--- src/temp_regs_pkg.sv ---
package temp_regs_pkg;

  localparam logic [1:0]  PTR_RESULT    = 2'h0;
  localparam logic [1:0]  PTR_CONFIG    = 2'h1;
  localparam logic [1:0]  PTR_LOW       = 2'h2;
  localparam logic [1:0]  PTR_HIGH      = 2'h3;

  localparam logic [15:0] RESULT_RESET  = 16'h0000;
  localparam logic [15:0] CONFIG_RESET  = 16'h0200;
  localparam logic [15:0] LOW_RESET     = 16'hF600;
  localparam logic [15:0] HIGH_RESET    = 16'h3C00;

  localparam int          INT_EN_BIT    = 15;
  localparam int          RATE_HI_BIT   = 14;
  localparam int          RATE_LO_BIT   = 13;
  localparam int          OVER_BIT      = 12;
  localparam int          UNDER_BIT     = 11;
  localparam int          LATCH_BIT     = 10;
  localparam int          MODE_HI_BIT   = 9;
  localparam int          MODE_LO_BIT   = 8;
  localparam int          EXT_BIT       = 7;
  localparam int          EM_BIT        = 3;

  // writable configuration bits: 15:13, 10:7
  localparam logic [15:0] CONFIG_WMASK  = 16'hE780;
  localparam logic [15:0] THR_MASK_STD  = 16'hFFF0;
  localparam logic [15:0] THR_MASK_EXT  = 16'hFFF8;

  localparam logic [1:0]  MODE_SHUTDOWN = 2'h0;
  localparam logic [1:0]  MODE_SINGLE   = 2'h1;

  // conversion periods in ms for rate codes 00..11
  localparam int          CLK_HZ        = 100000000;
  localparam int          PERIOD_MS_0   = 4000;
  localparam int          PERIOD_MS_1   = 1000;
  localparam int          PERIOD_MS_2   = 250;
  localparam int          PERIOD_MS_3   = 125;
  localparam logic [31:0] PERIOD_CYC_0  = 32'(64'(PERIOD_MS_0) * CLK_HZ / 1000);
  localparam logic [31:0] PERIOD_CYC_1  = 32'(64'(PERIOD_MS_1) * CLK_HZ / 1000);
  localparam logic [31:0] PERIOD_CYC_2  = 32'(64'(PERIOD_MS_2) * CLK_HZ / 1000);
  localparam logic [31:0] PERIOD_CYC_3  = 32'(64'(PERIOD_MS_3) * CLK_HZ / 1000);

  // register access request from the link decoder
  typedef struct packed {
    logic        valid;
    logic        write;
    logic [1:0]  ptr;
    logic [15:0] wdata;
  } reg_req_s;

  // finished conversion from the analog front end
  typedef struct packed {
    logic        valid;
    logic [12:0] temp;
  } conv_res_s;

  typedef enum logic [1:0] {
    CONV_IDLE,
    CONV_WAIT,
    CONV_BUSY
  } conv_state_e;

endpackage

--- src/temp_sensor_register_set.sv ---
`timescale 1ns/1ps
// Contract
// 2-bit pointer picks one of four registers
// negative temperatures are two's complement
// result reads zero until first conversion
// normal mode: 12-bit result in 15:4
// extended mode: 13-bit result, low three zero
// config bit 15 is interrupt enable
// config bits 14:13 select conversion rate
// over flag set when result above high
// under flag set when result below low
// bit 10 selects clear-on-read or latched flags
// bits 9:8 select shutdown, single, continuous
// bit 7 selects 12 or 13-bit layout
// configuration resets to 0200h
// low threshold 12-bit, resets F60h
// low threshold 13-bit in 15:3
// high threshold 12-bit, resets 3C0h
// threshold defaults meaningful only in 12-bit
// ignore bit 3 writes when extended off
// host rewrites thresholds after mode change
// registers shifted least significant bit first
// host puts pointer in command bits 2:1
// single converts once, continuous runs periodically
module temp_sensor_register_set
  import temp_regs_pkg::*;
(
  input  wire logic      clock,
  input  wire logic      resetn,
  input  wire reg_req_s  req,
  input  wire conv_res_s conv,
  output logic [15:0]    rdata,
  output logic           rvalid,
  output logic           conv_start,
  output logic           int_enable,
  output logic           extended_range_select
);

  // register state, next values, decoded fields and strobes
  logic [15:0] result_r,   result_nxt;
  logic [15:0] config_r,   config_nxt;
  logic [15:0] low_r;
  logic [15:0] high_r;
  logic [15:0] rdata_r,    rdata_nxt;
  logic        rvalid_r,   rvalid_nxt;
  logic        start_r,    start_nxt;
  logic [31:0] timer_r,    timer_nxt;
  conv_state_e state_r,    state_nxt;
  logic [31:0] period;
  logic        ext;
  logic        over_limit_flag;
  logic        under_limit_flag;
  logic [15:0] conv_word;
  logic [15:0] thr_mask;
  logic        flags_read;
  logic        rd_req;
  logic        cfg_wr;
  logic        low_wr;
  logic        high_wr;
  logic        conv_done;
  logic        continuous;
  logic        single_shot;
  logic        single_done_r, single_done_nxt;

  assign ext = config_r[EXT_BIT];

  // both layouts keep the 1/16 degree step; normal drops the top bit,
  // so values beyond the 12-bit range wrap there
  always_comb begin
    if (ext) begin
      conv_word = {conv.temp, 3'h0};
    end else begin
      conv_word = {conv.temp[11:0], 4'h0};
    end
  end

  // limit compares use signed values; bit 3 is zero in normal layout
  assign over_limit_flag  = $signed(conv_word) > $signed(high_r & thr_mask);
  assign under_limit_flag = $signed(conv_word) < $signed(low_r & thr_mask);

  // extended indicator bit only survives a write in extended mode
  assign thr_mask   = ext ? THR_MASK_EXT : THR_MASK_STD;
  assign flags_read = req.valid && !req.write && req.ptr == PTR_CONFIG;

  // request strobes; the result register has no write strobe, it is read-only
  assign rd_req  = req.valid && !req.write;
  assign cfg_wr  = req.valid && req.write && req.ptr == PTR_CONFIG;
  assign low_wr  = req.valid && req.write && req.ptr == PTR_LOW;
  assign high_wr = req.valid && req.write && req.ptr == PTR_HIGH;

  // an answer that arrives outside a conversion is dropped
  assign conv_done = conv.valid && state_r == CONV_BUSY;

  // read port; with bit 10 clear, a configuration read also clears the flags further down
  always_comb begin
    rdata_nxt  = rdata_r;
    rvalid_nxt = 1'b0;
    if (rd_req) begin
      rvalid_nxt = 1'b1;
      case (req.ptr)
        PTR_RESULT: rdata_nxt = result_r;
        PTR_CONFIG: rdata_nxt = config_r;
        PTR_LOW:    rdata_nxt = low_r;
        PTR_HIGH:   rdata_nxt = high_r;
        default:    rdata_nxt = 16'h0000;
      endcase
    end
  end

  // rdata is bit-parallel and holds until the next read, so the link
  // serializer can shift it out bit 0 first at its own pace
  always_ff @(posedge clock or negedge resetn) begin
    if (!resetn) begin
      rdata_r  <= 16'h0000;
      rvalid_r <= 1'b0;
    end else begin
      rdata_r  <= rdata_nxt;
      rvalid_r <= rvalid_nxt;
    end
  end

  // configuration: clear-on-read first, then host write, then flag set,
  // so a conversion ending in the same cycle as a read still sets
  always_comb begin
    config_nxt = config_r;
    if (flags_read && !config_r[LATCH_BIT]) begin
      config_nxt[OVER_BIT]  = 1'b0;
      config_nxt[UNDER_BIT] = 1'b0;
    end
    if (cfg_wr) begin
      config_nxt = (req.wdata & CONFIG_WMASK) |
                   (config_nxt & ~CONFIG_WMASK);
    end
    // flags are sticky until a read with bit 10 clear, so a pass never clears them
    if (conv_done && over_limit_flag) begin
      config_nxt[OVER_BIT] = 1'b1;
    end
    if (conv_done && under_limit_flag) begin
      config_nxt[UNDER_BIT] = 1'b1;
    end
  end

  // configuration register; flags and reserved bits are only set
  // by the logic above, never by a host write
  always_ff @(posedge clock or negedge resetn) begin
    if (!resetn) begin
      config_r <= CONFIG_RESET;
    end else begin
      config_r <= config_nxt;
    end
  end

  // result takes each finished conversion in the current layout
  always_comb begin
    result_nxt = result_r;
    if (conv_done) begin
      result_nxt = conv_word;
    end
  end

  // result register; reads zero until the first conversion lands
  always_ff @(posedge clock or negedge resetn) begin
    if (!resetn) begin
      result_r <= RESULT_RESET;
    end else begin
      result_r <= result_nxt;
    end
  end

  // both limits share one register shape; the mask follows the layout
  limit_reg #(
    .RESET_VALUE (LOW_RESET)
  ) low_limit_i (
    .clock  (clock),
    .resetn (resetn),
    .wr_en  (low_wr),
    .wdata  (req.wdata),
    .mask   (thr_mask),
    .value  (low_r)
  );

  limit_reg #(
    .RESET_VALUE (HIGH_RESET)
  ) high_limit_i (
    .clock  (clock),
    .resetn (resetn),
    .wr_en  (high_wr),
    .wdata  (req.wdata),
    .mask   (thr_mask),
    .value  (high_r)
  );

  // period from rate select
  always_comb begin
    case (config_r[RATE_HI_BIT:RATE_LO_BIT])
      2'h0:    period = PERIOD_CYC_0;
      2'h1:    period = PERIOD_CYC_1;
      2'h2:    period = PERIOD_CYC_2;
      default: period = PERIOD_CYC_3;
    endcase
  end

  // conversion mode decode; both 1x codes mean continuous,
  // and shutdown is simply neither of the two
  assign continuous  = config_r[MODE_HI_BIT];
  assign single_shot = config_r[MODE_HI_BIT:MODE_LO_BIT] == MODE_SINGLE;

  // conversion scheduler; a single shot runs once per configuration
  // write, continuous restarts when the selected period has run out
  always_comb begin
    state_nxt       = state_r;
    timer_nxt       = timer_r;
    start_nxt       = 1'b0;
    single_done_nxt = single_done_r;
    case (state_r)
      CONV_IDLE: begin
        if (continuous || (single_shot && !single_done_r)) begin
          start_nxt = 1'b1;
          timer_nxt = 32'h0;
          state_nxt = CONV_BUSY;
        end
      end
      CONV_BUSY: begin
        timer_nxt = timer_r + 32'h1;
        if (conv.valid) begin
          state_nxt = CONV_WAIT;
          if (!continuous) begin
            single_done_nxt = 1'b1;
          end
        end
      end
      CONV_WAIT: begin
        // the period counts from the start pulse, not from the answer
        timer_nxt = timer_r + 32'h1;
        if (!continuous) begin
          state_nxt = CONV_IDLE;
        end else if (timer_r + 32'h1 >= period) begin
          state_nxt = CONV_IDLE;
        end
      end
      default: state_nxt = CONV_IDLE;
    endcase
    // a fresh configuration write re-arms the single shot
    if (cfg_wr) begin
      single_done_nxt = 1'b0;
    end
  end

  // scheduler state, period timer, start pulse and single-shot memory
  always_ff @(posedge clock or negedge resetn) begin
    if (!resetn) begin
      state_r       <= CONV_IDLE;
      timer_r       <= 32'h0;
      start_r       <= 1'b0;
      single_done_r <= 1'b0;
    end else begin
      state_r       <= state_nxt;
      timer_r       <= timer_nxt;
      start_r       <= start_nxt;
      single_done_r <= single_done_nxt;
    end
  end

  // outputs come straight from registers
  assign rdata                 = rdata_r;
  assign rvalid                = rvalid_r;
  assign conv_start            = start_r;
  assign int_enable            = config_r[INT_EN_BIT];
  assign extended_range_select = config_r[EXT_BIT];

endmodule

// one threshold register: masked write, fixed reset value
module limit_reg #(
  parameter logic [15:0] RESET_VALUE = 16'h0000
) (
  input  wire logic        clock,
  input  wire logic        resetn,
  input  wire logic        wr_en,
  input  wire logic [15:0] wdata,
  input  wire logic [15:0] mask,
  output logic [15:0]      value
);
  logic [15:0] value_r, value_nxt;

  // the mask drops reserved bits and, in normal layout, the indicator bit
  always_comb begin
    value_nxt = value_r;
    if (wr_en) begin
      value_nxt = wdata & mask;
    end
  end

  // same reset in both layouts; the host rewrites after a layout change
  always_ff @(posedge clock or negedge resetn) begin
    if (!resetn) begin
      value_r <= RESET_VALUE;
    end else begin
      value_r <= value_nxt;
    end
  end

  // value comes straight from the flop
  assign value = value_r;
endmodule

--- config.mk ---
export PLATFORM = sky130hd
export DESIGN_NAME = temp_sensor_register_set
export DESIGN_NICKNAME = d
export VERILOG_FILES = /design/src/temp_regs_pkg.sv /design/src/temp_sensor_register_set.sv
export SDC_FILE = /design/constraint.sdc
export NUM_CORES = 1
export LEC_CHECK = 0
export BUFFER_PORTS_ARGS = -buffer_cell sky130_fd_sc_hd__buf_4
export CAP_MARGIN = 20
export CORE_MARGIN = 5
export CORE_UTILIZATION = 34
export CTS_CLUSTER_DIAMETER = 120
export CTS_CLUSTER_SIZE = 14
export DETAILED_ROUTE_END_ITERATION = 16
export GPL_TIMING_DRIVEN = 1
export PLACE_DENSITY_LB_ADDON = 0.08
export REMOVE_ABC_BUFFERS = 1
export SKIP_CTS_REPAIR_TIMING = 1
export SLEW_MARGIN = 30
export SYNTH_ARGS = -nofsm -noshare
export SYNTH_HDL_FRONTEND = slang
export SYNTH_SLANG_ARGS = --single-unit
--- constraint.sdc ---
create_clock -name clock -period 3.1 [get_ports clock]
set_input_delay 0.31 -clock clock [delete_from_list [all_inputs] [get_ports clock]]
set_output_delay 0.31 -clock clock [all_outputs]
set_load 0.05 [all_outputs]
==> flow_metrics.tcl, run 1 <==
set metrics [dict create \
    status "complete, no violations" \
    start_util_pct 34.3 \
    num_vias 5076 \
    wl_met1_mm 7.47 \
    yosysTopAreaCell "dfrtp_1" \
    routed_wl_mm 16.7 \
    drt-pass1-iter-count 4 \
    grt_pass1_wl_mm 27.5 \
    setup_tns_ns 0 \
    die_w_um 147 \
    dieArea_um2 21600 \
    rsz0062_at_grt "true" \
    ys_seq_area_share_pct 39.1 \
    track_usage_pct 15.8 \
    grt_pass1_vias 5296 \
    startpoint "timer_r[5]" \
    ant_nets 0 \
    min_period_ns 3.09 \
    numCtsBuffers 9 \
    placedCellCount 944 \
    crit_type "reg2reg" \
    cts_tree "built" \
    core-area_um2 18600 \
    multi_input_comb_area_um2 3680 \
    r2r_slack_ns 0.008 \
    grt_max_degree 61 \
    fmax_mhz 323 \
    worst_slew_pin_slew_ns 0.808 \
    drt_iter0_markers 179 \
    final_cells 965 \
    syn_to_final_growth_pct 23.9 \
    antenna_found_initial 0 \
    cap_violations 0 \
    synth_most_common_cell "dfrtp_1" \
    place_area_um2 7440 \
    ir_drop_v 0.000284 \
    cts-root-buf "clkbuf_16" \
    start_kind "flop" \
    power.leakage_nw 3.76 \
    period_share_pct 99.7 \
    fin_nets 817 \
    fp.dieH_um 147 \
    post_drt_wl_per_cell_um 17.3 \
    relSlewSlack_pct 46.1 \
    gp_congestion 0.782 \
    ys_types 58 \
    final_area_um2 7900 \
    clk_latency_ns 0.35 \
    synth_cells 622 \
    cts_buffer_depth 2 \
    regToRegStartpoint "timer_r[5]" \
    critPathArrivalTime_ns 3.34 \
    clock-sinks 99 \
    synth_top_area_share_pct 34.5 \
    ys_top_cells_by_area "dfrtp_1, mux2_2, ha_1" \
    fillers 1811 \
    slew_violations 0 \
    overflow 0 \
    ff_latch_area_um2 2490 \
    synth_common_cells "dfrtp_1, mux2_2, ha_1" \
    avgSynthCellArea_um2 10.3 \
    hpwl_mm 12.3 \
    route.detailed.drc 0 \
    rr_worst_depth 14 \
    path_max_fanout 7 \
    setup_viol 0 \
    final_hold_viol_count 0 \
    highest_layer "met4" \
    async_flop_share_pct 100 \
    route.met3.wl_um 545 \
    drive_gt1_share_pct 35.4 \
    ys_seq_elements 99 \
    power_density_nw_per_um2 672 \
    utilization_pct 42.5 \
    cts_max_level 3 \
    timing.rr.end "state_r[1]" \
    io_buffers 52 \
    power_mw 5.31 \
    hold_path_class "in2async" \
    endpoint_kind "flop" \
    synth.cell_area_um2 6380 \
    cp_data_required_time_ns 3.34 \
    ys.flop_type "dfrtp_1" \
    vias_per_cell 5.26 \
    antenna_cells 0 \
    routed-wl-met2_mm 8.44 \
    ios 56 \
    finClkSkew_ns 0.0104 \
    synth_warnings 0 \
    synth_edf_count 0 \
    clk_pin_slew_worst_paths_ns 0.08 \
    rows 50 \
    worstSetupEndpoint "state_r[1]" \
]
power breakdown:
group          leakage (nW)  internal, mW  switching (mW)  total [mW]
combinational          2.37         0.960            1.34        2.30
clock                 0.153         0.663           0.539        1.20
sequential             1.24          1.62           0.193        1.81
total                  3.76          3.24            2.07        5.31
cell families (layout without fill, tap and decap cells):
logic type,Yosys count,count (layout),share of synthesized area [%]
and+or+nand+nor,167,167,13.7
AOI/OAI and AO/OA,126,126,13.2
DFF,99,99,39.1
muxes,80,80,15.6
buffers and inverters,74,183,4.77
adders and majority gates,55,55,10.8
xor gates and xnor gates,21,21,2.88
final cells by class:
class / count / area share (%)
tap: 234 / 3.71
timing repair buffer: 125 / 12.2
sequential: 99 / 31.5
multi-input combinational: 449 / 46.6
inverter: 42 / 2.00
clock inverter: 5 / 0.855
clock buffer: 11 / 3.07
worst min-delay path by stage:
stage / startpoint / to / slack [ns] / cells after the start
final: resetn / rdata[15] / 0.03 / 1
after CTS: resetn / rdata[15] / 0.07 / 1
after global placement: resetn / rdata[15] / 0.45 / 1
after global routing: resetn / rdata[15] / 0.1 / 1
after detailed placement: resetn / rdata[15] / 0.46 / 1
after floorplan: resetn / config_r[10] / 0.01 / 0
cells in the final DEF, fill, tap and decap left out, types with 4 or more instances in the layout:
cell / n
o31ai_1: 13
inv_1: 42
dfstp_2: 11
a31oi_1: 7
and2_1: 5
a21oi_1: 17
clkbuf_16: 9
a21o_1: 12
mux2i_1: 5
and3_1: 10
nor4_1: 4
nand3_1: 21
o21ai_0: 43
dfrtp_1: 87
o21a_1: 6
nor2_1: 32
mux4_2: 9
nand2_1: 40
xnor2_2: 4
xor2_1: 6
xnor2_1: 10
ha_1: 55
and4_1: 5
buf_4: 123
mux2_2: 65
a22o_1: 7
nand4_1: 17
per-layer routing:
layer,vias to the layer above,GRT usage (%)
met1,2511,19.6
li1,2461,-
met5,-,0
met4,0,4.01
met2,84,28.1
met3,20,3.39
worst max-delay path: stages (launching register included):
cell	delay, ns
dfrtp_1	0.40
nand3_1	0.17
nor3_4	0.25
buf_12	0.15
nand4_1	0.15
nor2_2	0.16
nand3_2	0.11
xnor2_1	0.15
ha_1	0.20
nand3b_1	0.20
buf_4	0.16
nor4_1	0.24
a21oi_1	0.14
a22o_4	0.28
o311ai_2	0.22
metrics by stage:
stage | worst slack, ns | hold slack, ns
2_1_floorplan | -0.244 | 0.0144
3_3_place_gp | -0.178 | 0.453
3_5_place_dp | -0.206 | 0.464
4_1_cts | -0.226 | 0.0726
5_1_grt | -0.169 | 0.0999
6_report | 0.00849 | 0.0267
registers in the layout, indices dropped and copies added (netlist names):
name                count
timer_r                32
rdata                  14
high_limit_i.value     13
low_limit_i.value      13
result_r               13
config_r                9
state_r                 2
conv_start              1
rvalid                  1
single_done_r           1
No activity file was read; power rests on OpenSTA's default activity.
==> run 2, diff against run 1 <==
ABC_CLOCK_PERIOD_IN_PS = 3100   (was unset)
CORE_ASPECT_RATIO = 0.5   (was unset)
REMOVE_ABC_BUFFERS = unset   (was 1)
==> flow_metrics.tcl, run 2 (synthesis gave the netlist of run 1 again) <==
set metrics [dict create \
    r2r_slack_ns -0.02 \
    numCtsBuffers 9 \
    power_mw 5.23 \
    grt_pass1_wl_mm 27.1 \
    placedCellCount 950 \
    clock-sinks 99 \
    power_density_nw_per_um2 668 \
    drt-pass1-iter-count 7 \
    relSlewSlack_pct 49.2 \
    setup_viol 2 \
    largest_reg_flops 32 \
    rows 35 \
    ant_nets 0 \
    io_buffers 52 \
    regMostFlops "timer_r" \
    worst_hold_slack_ns 0.195 \
    p_seq_share_pct 34.8 \
    die_w_um 204 \
    cap_violations 0 \
    cts_buffer_depth 2 \
    syn-num-nets 713 \
    cp_data_required_time_ns 3.35 \
    hpwl_mm 12.0 \
    layout_common_cells "buf_4, dfrtp_1, mux2_2, ha_1, o21ai_0" \
    violations "negative setup slack" \
    antenna_cells 0 \
    ir_drop_v 0.000479 \
    fmax_mhz 321 \
    setup_tns_ns -0.0187 \
    critPathArrivalTime_ns 3.37 \
    clk_latency_ns 0.35 \
    routed_wl_mm 16.2 \
    hold_path_class "in2reg" \
    cts-root-buf "clkbuf_16" \
    setup_slack_ns -0.0186 \
    cts_max_level 3 \
    min_period_ns 3.12 \
    start_util_pct 34.7 \
    ios 56 \
    final_cells 970 \
    period_share_pct 101 \
    drive_gt1_share_pct 34.9 \
    power.leakage_nw 3.71 \
    route.detailed.drc 0 \
    drt_iter0_markers 223 \
    slew_violations 0 \
    core-area_um2 18400 \
    endpoint_kind "flop" \
    grt_max_degree 31 \
    overflow 0 \
    final_hold_viol_count 0 \
    gp_congestion 0.775 \
    fin_nets 816 \
    finClkSkew_ns 0.0106 \
    vias_per_cell 5.11 \
    fp.dieH_um 107 \
    cts_tree "built" \
    power_frac_comb_pct 43.2 \
    crit_type "reg2reg" \
    status "finished with violations" \
    grt_pass1_vias 5152 \
    path_max_fanout 4 \
    track_usage_pct 15.5 \
    swShare_pct 40.1 \
    clk_pin_slew_worst_paths_ns 0.08 \
    syn_to_final_growth_pct 22.9 \
    num_vias 4952 \
    post_drt_wl_per_cell_um 16.7 \
    power.switching_mw 2.10 \
    layout_commonest_cell "buf_4" \
    start_kind "flop" \
    antenna_found_initial 0 \
    worst_slew_pin_slew_ns 0.762 \
    pre_cts_ws_ns -0.184 \
    rsz0062_at_grt "true" \
    pwr-share-clk_pct 22.0 \
    p_int_mw 3.14 \
    dieArea_um2 21800 \
]
-- run 2: changes by cell type in the layout (fill, tap and decap cells not counted), sizes merged --
| cell | change |
|---|---|
| bufinv | -1 |
| buf | -2 |
| clkbuf | -1 |
| clkinvlp | +2 |
| dlygate4sd3 | +1 |
-- run 2: layout make-up --
class | count | area [um^2]
well taps | 240 | 300
inverters | 42 | 158
flip-flops and latches | 99 | 2490
fillers | 1796 | 10600
multi-input cells | 449 | 3660
clock inverters | 6 | 55.1
clock buffers | 10 | 239
repair buffers | 124 | 933
-- run 2: through the flow --
step / util, % / instance area [um^2]
floorplan: - / 6390
global placement: 40.5 / 7450
detailed placement: 40.5 / 7450
CTS: 42.1 / 7750
global route: 42.6 / 7840
finish: 42.6 / 7840
-- run 2: critical path: stages, from the launching register on --
cell      delay [ns]
dfrtp_1         0.39
ha_2            0.20
nand2_2         0.07
nor3_4          0.28
and3_2          0.27
nand3_1         0.12
xnor2_1         0.14
ha_1            0.31
nand4_1         0.14
a21oi_2         0.05
a221oi_2        0.27
buf_4           0.17
a211oi_4        0.06
o211a_1         0.28
o311ai_2        0.26
-- run 2: power by group through the flow --
stage               clock network [mW]  registers, mW  logic (mW)
floorplan                            0           2.06        1.30
global placement                     0           1.84        2.24
detailed placement                   0           1.85        2.25
CTS                               1.19           1.82        2.26
global route                      1.24           1.86        2.53
finish                            1.15           1.82        2.26
-- run 2: path summary, 6_finish.rpt --
path                                  from                      to  cells past startpoint
worst max-delay path            timer_r[1]              state_r[0]                     14
worst min-delay path                req[6]   high_limit_i.value[6]                      2
worst max register to register  timer_r[1]              state_r[0]                     14
worst min register to register    rdata[4]                rdata[4]                      2
max in group asynchronous           resetn  high_limit_i.value[11]                      3
min in group asynchronous           resetn             timer_r[15]                      2
-- run 2: metal layers --
metal | share of wire, % | wire length (um) | GRT usage (%)
met1 | 50 | 8010 | 20.9
met2 | 46 | 7500 | 26.1
met3 | 3.5 | 559 | 3.23
met4 | 0.58 | 93 | 2.89
met5 | 0 | 0 | 0
==> run 3, diff against run 2 <==
ABC_AREA = 1   (was unset)
==> flow_metrics.tcl, run 3 <==
set metrics [dict create \
    path_max_fanout 4 \
    grt_max_degree 47 \
    vias_per_cell 4.87 \
    num_vias 5386 \
    ys_seq_elements 99 \
    slew_violations 0 \
    hold_path_class "in2reg" \
    route.met3.wl_um 501 \
    avgSynthCellArea_um2 7.75 \
    rows 35 \
    pre_cts_ws_ns 0.170 \
    endpoint_kind "flop" \
    cp_data_required_time_ns 3.35 \
    status "complete, no violations" \
    dieArea_um2 21300 \
    core-area_um2 18200 \
    post_drt_wl_per_cell_um 15.8 \
    ios 56 \
    ys_top_cells_by_area "dfrtp_1, nand2_1, ha_1" \
    placedCellCount 1086 \
    period_share_pct 90.5 \
    utilization_pct 40.2 \
    relSlewSlack_pct 42.3 \
    ant_nets 0 \
    synth_edf_count 0 \
    cts_buffer_depth 2 \
    worst_slew_pin_slew_ns 0.863 \
    drive_gt1_share_pct 14.9 \
    grt_pass1_wl_mm 28.5 \
    start_kind "flop" \
    finClkSkew_ns 0.0146 \
    power.leakage_nw 3.58 \
    power_density_nw_per_um2 644 \
    layout_common_cells "nand2_1, inv_1, dfrtp_1, buf_4, o21ai_0" \
    clk_latency_ns 0.36 \
    synth_top_area_share_pct 35.3 \
    final_area_um2 7330 \
    grt_pass1_vias 5316 \
    overflow 0 \
    ys_seq_area_share_pct 39.9 \
    place_area_um2 6940 \
    setup_slack_ns 0.294 \
    hpwl_mm 13.3 \
    synth_cells 805 \
    fmax_mhz 356 \
    route.detailed.drc 0 \
    regToRegStartpoint "timer_r[1]" \
    wl_met1_mm 8.51 \
    worst_hold_slack_ns 0.154 \
    syn-num-nets 896 \
    synth.cell_area_um2 6240 \
    io_buffers 52 \
    yosysTopAreaCell "dfrtp_1" \
    start_util_pct 34.2 \
    syn_to_final_growth_pct 17.5 \
    ys.flop_type "dfrtp_1" \
    clock-sinks 99 \
    routed_wl_mm 17.5 \
    ir_drop_v 0.000302 \
    ys_types 39 \
    synth_most_common_cell "nand2_1" \
    antenna_cells 0 \
    fin_nets 951 \
    layout_commonest_cell "nand2_1" \
    largest_reg_flops 32 \
    routed-wl-met2_mm 8.35 \
    setup_tns_ns 0 \
    cts_max_level 3 \
    clk_pin_slew_worst_paths_ns 0.08 \
    setup_viol 0 \
    die_w_um 202 \
    numCtsBuffers 9 \
    synth_common_cells "nand2_1, inv_1, dfrtp_1" \
    final_cells 1105 \
    power_mw 4.72 \
    highest_layer "met4" \
    fillers 1942 \
    synth_warnings 0 \
    min_period_ns 2.81 \
    min_from "req[18]" \
    track_usage_pct 16.9 \
    drt-pass1-iter-count 5 \
    crit_type "reg2reg" \
    final_hold_viol_count 0 \
    drt_iter0_markers 242 \
    regMostFlops "timer_r" \
    critPathArrivalTime_ns 3.05 \
    cts-root-buf "clkbuf_16" \
    fp.dieH_um 106 \
    async_flop_share_pct 100 \
    startpoint "timer_r[1]" \
    gp_congestion 0.862 \
    cts_tree "built" \
    antenna_found_initial 0 \
    cap_violations 0 \
]
-- run 3: changes by cell type in the layout (fill, tap and decap cells not counted), moves of 12 or more --
| cell | delta |
|---|---|
| nand2_1 | +165 |
| buf_4 | -58 |
| inv_1 | +72 |
| xor2_1 | +12 |
| mux2_2 | -63 |
| o22ai_1 | +32 |
| o31ai_1 | -12 |
| nor2_1 | +24 |
| a21oi_1 | +21 |
| o21ai_0 | +19 |
-- run 3: worst max-delay path, cell delays in order, from the launching register on --
cell     delay [ns]
dfrtp_2        0.43
ha_4           0.16
nand2_2        0.07
nor2_4         0.18
nand2_4        0.09
nor2_4         0.12
nand3_1        0.12
xor2_1         0.21
inv_1          0.11
ha_1           0.28
nand2_1        0.04
nor2_1         0.12
nand3_1        0.08
nor2_1         0.11
a21oi_1        0.08
a21oi_1        0.16
nand2_1        0.09
nand3_2        0.09
nand2_2        0.06
nand2_1        0.05
nand2_1        0.05
-- run 3: cells by family (layout without fill, tap and decap cells) --
logic type                 Yosys count  count (layout)  share of synthesized area [%]
DFF                                 99              99                           39.9
adders and majority gates           55              55                           11.0
AOI/OAI and AO/OA                  154             154                           14.2
xor gates and xnor gates            20              20                           2.81
buffers and inverters              139             199                           8.49
muxes                                3               3                          0.542
and+or+nand+nor                    335             335                           23.0
-- run 3: power by group --
part	leakage [nW]	total [mW]	switching [mW]	internal, mW
logic	2.17	1.74	1.17	0.568
registers	1.25	1.73	0.166	1.57
clock network	0.160	1.25	0.591	0.656
-- run 3: layer usage --
layer	global-route usage [%]	vias up
met3	3.38	11
met1	22.7	2548
li1	-	2747
met2	28.8	80
met4	2.92	0
met5	0	-
-- run 3: area by class of cell --
type | count | area [um^2] | area share, %
Clock buffer | 9 | 225 | 3.07
Clock inverter | 7 | 108 | 1.47
Multi-Input combinational cell | 567 | 3250 | 44.3
Sequential cell | 99 | 2490 | 34.0
Timing Repair Buffer | 67 | 518 | 7.07
Inverter | 116 | 435 | 5.94
Tap cell | 240 | 300 | 4.10
-- run 3: final timing paths --
path | to | slack (ns) | cells after the start
min | rvalid | 0.15 | 2
min reg2reg | result_r[11] | 0.48 | 2
max reg2reg | state_r[1] | 0.29 | 20
max in group asynchronous | config_r[9] | 1.94 | 3
min in group asynchronous | high_limit_i.value[4] | 0.43 | 2
max | state_r[1] | 0.29 | 20
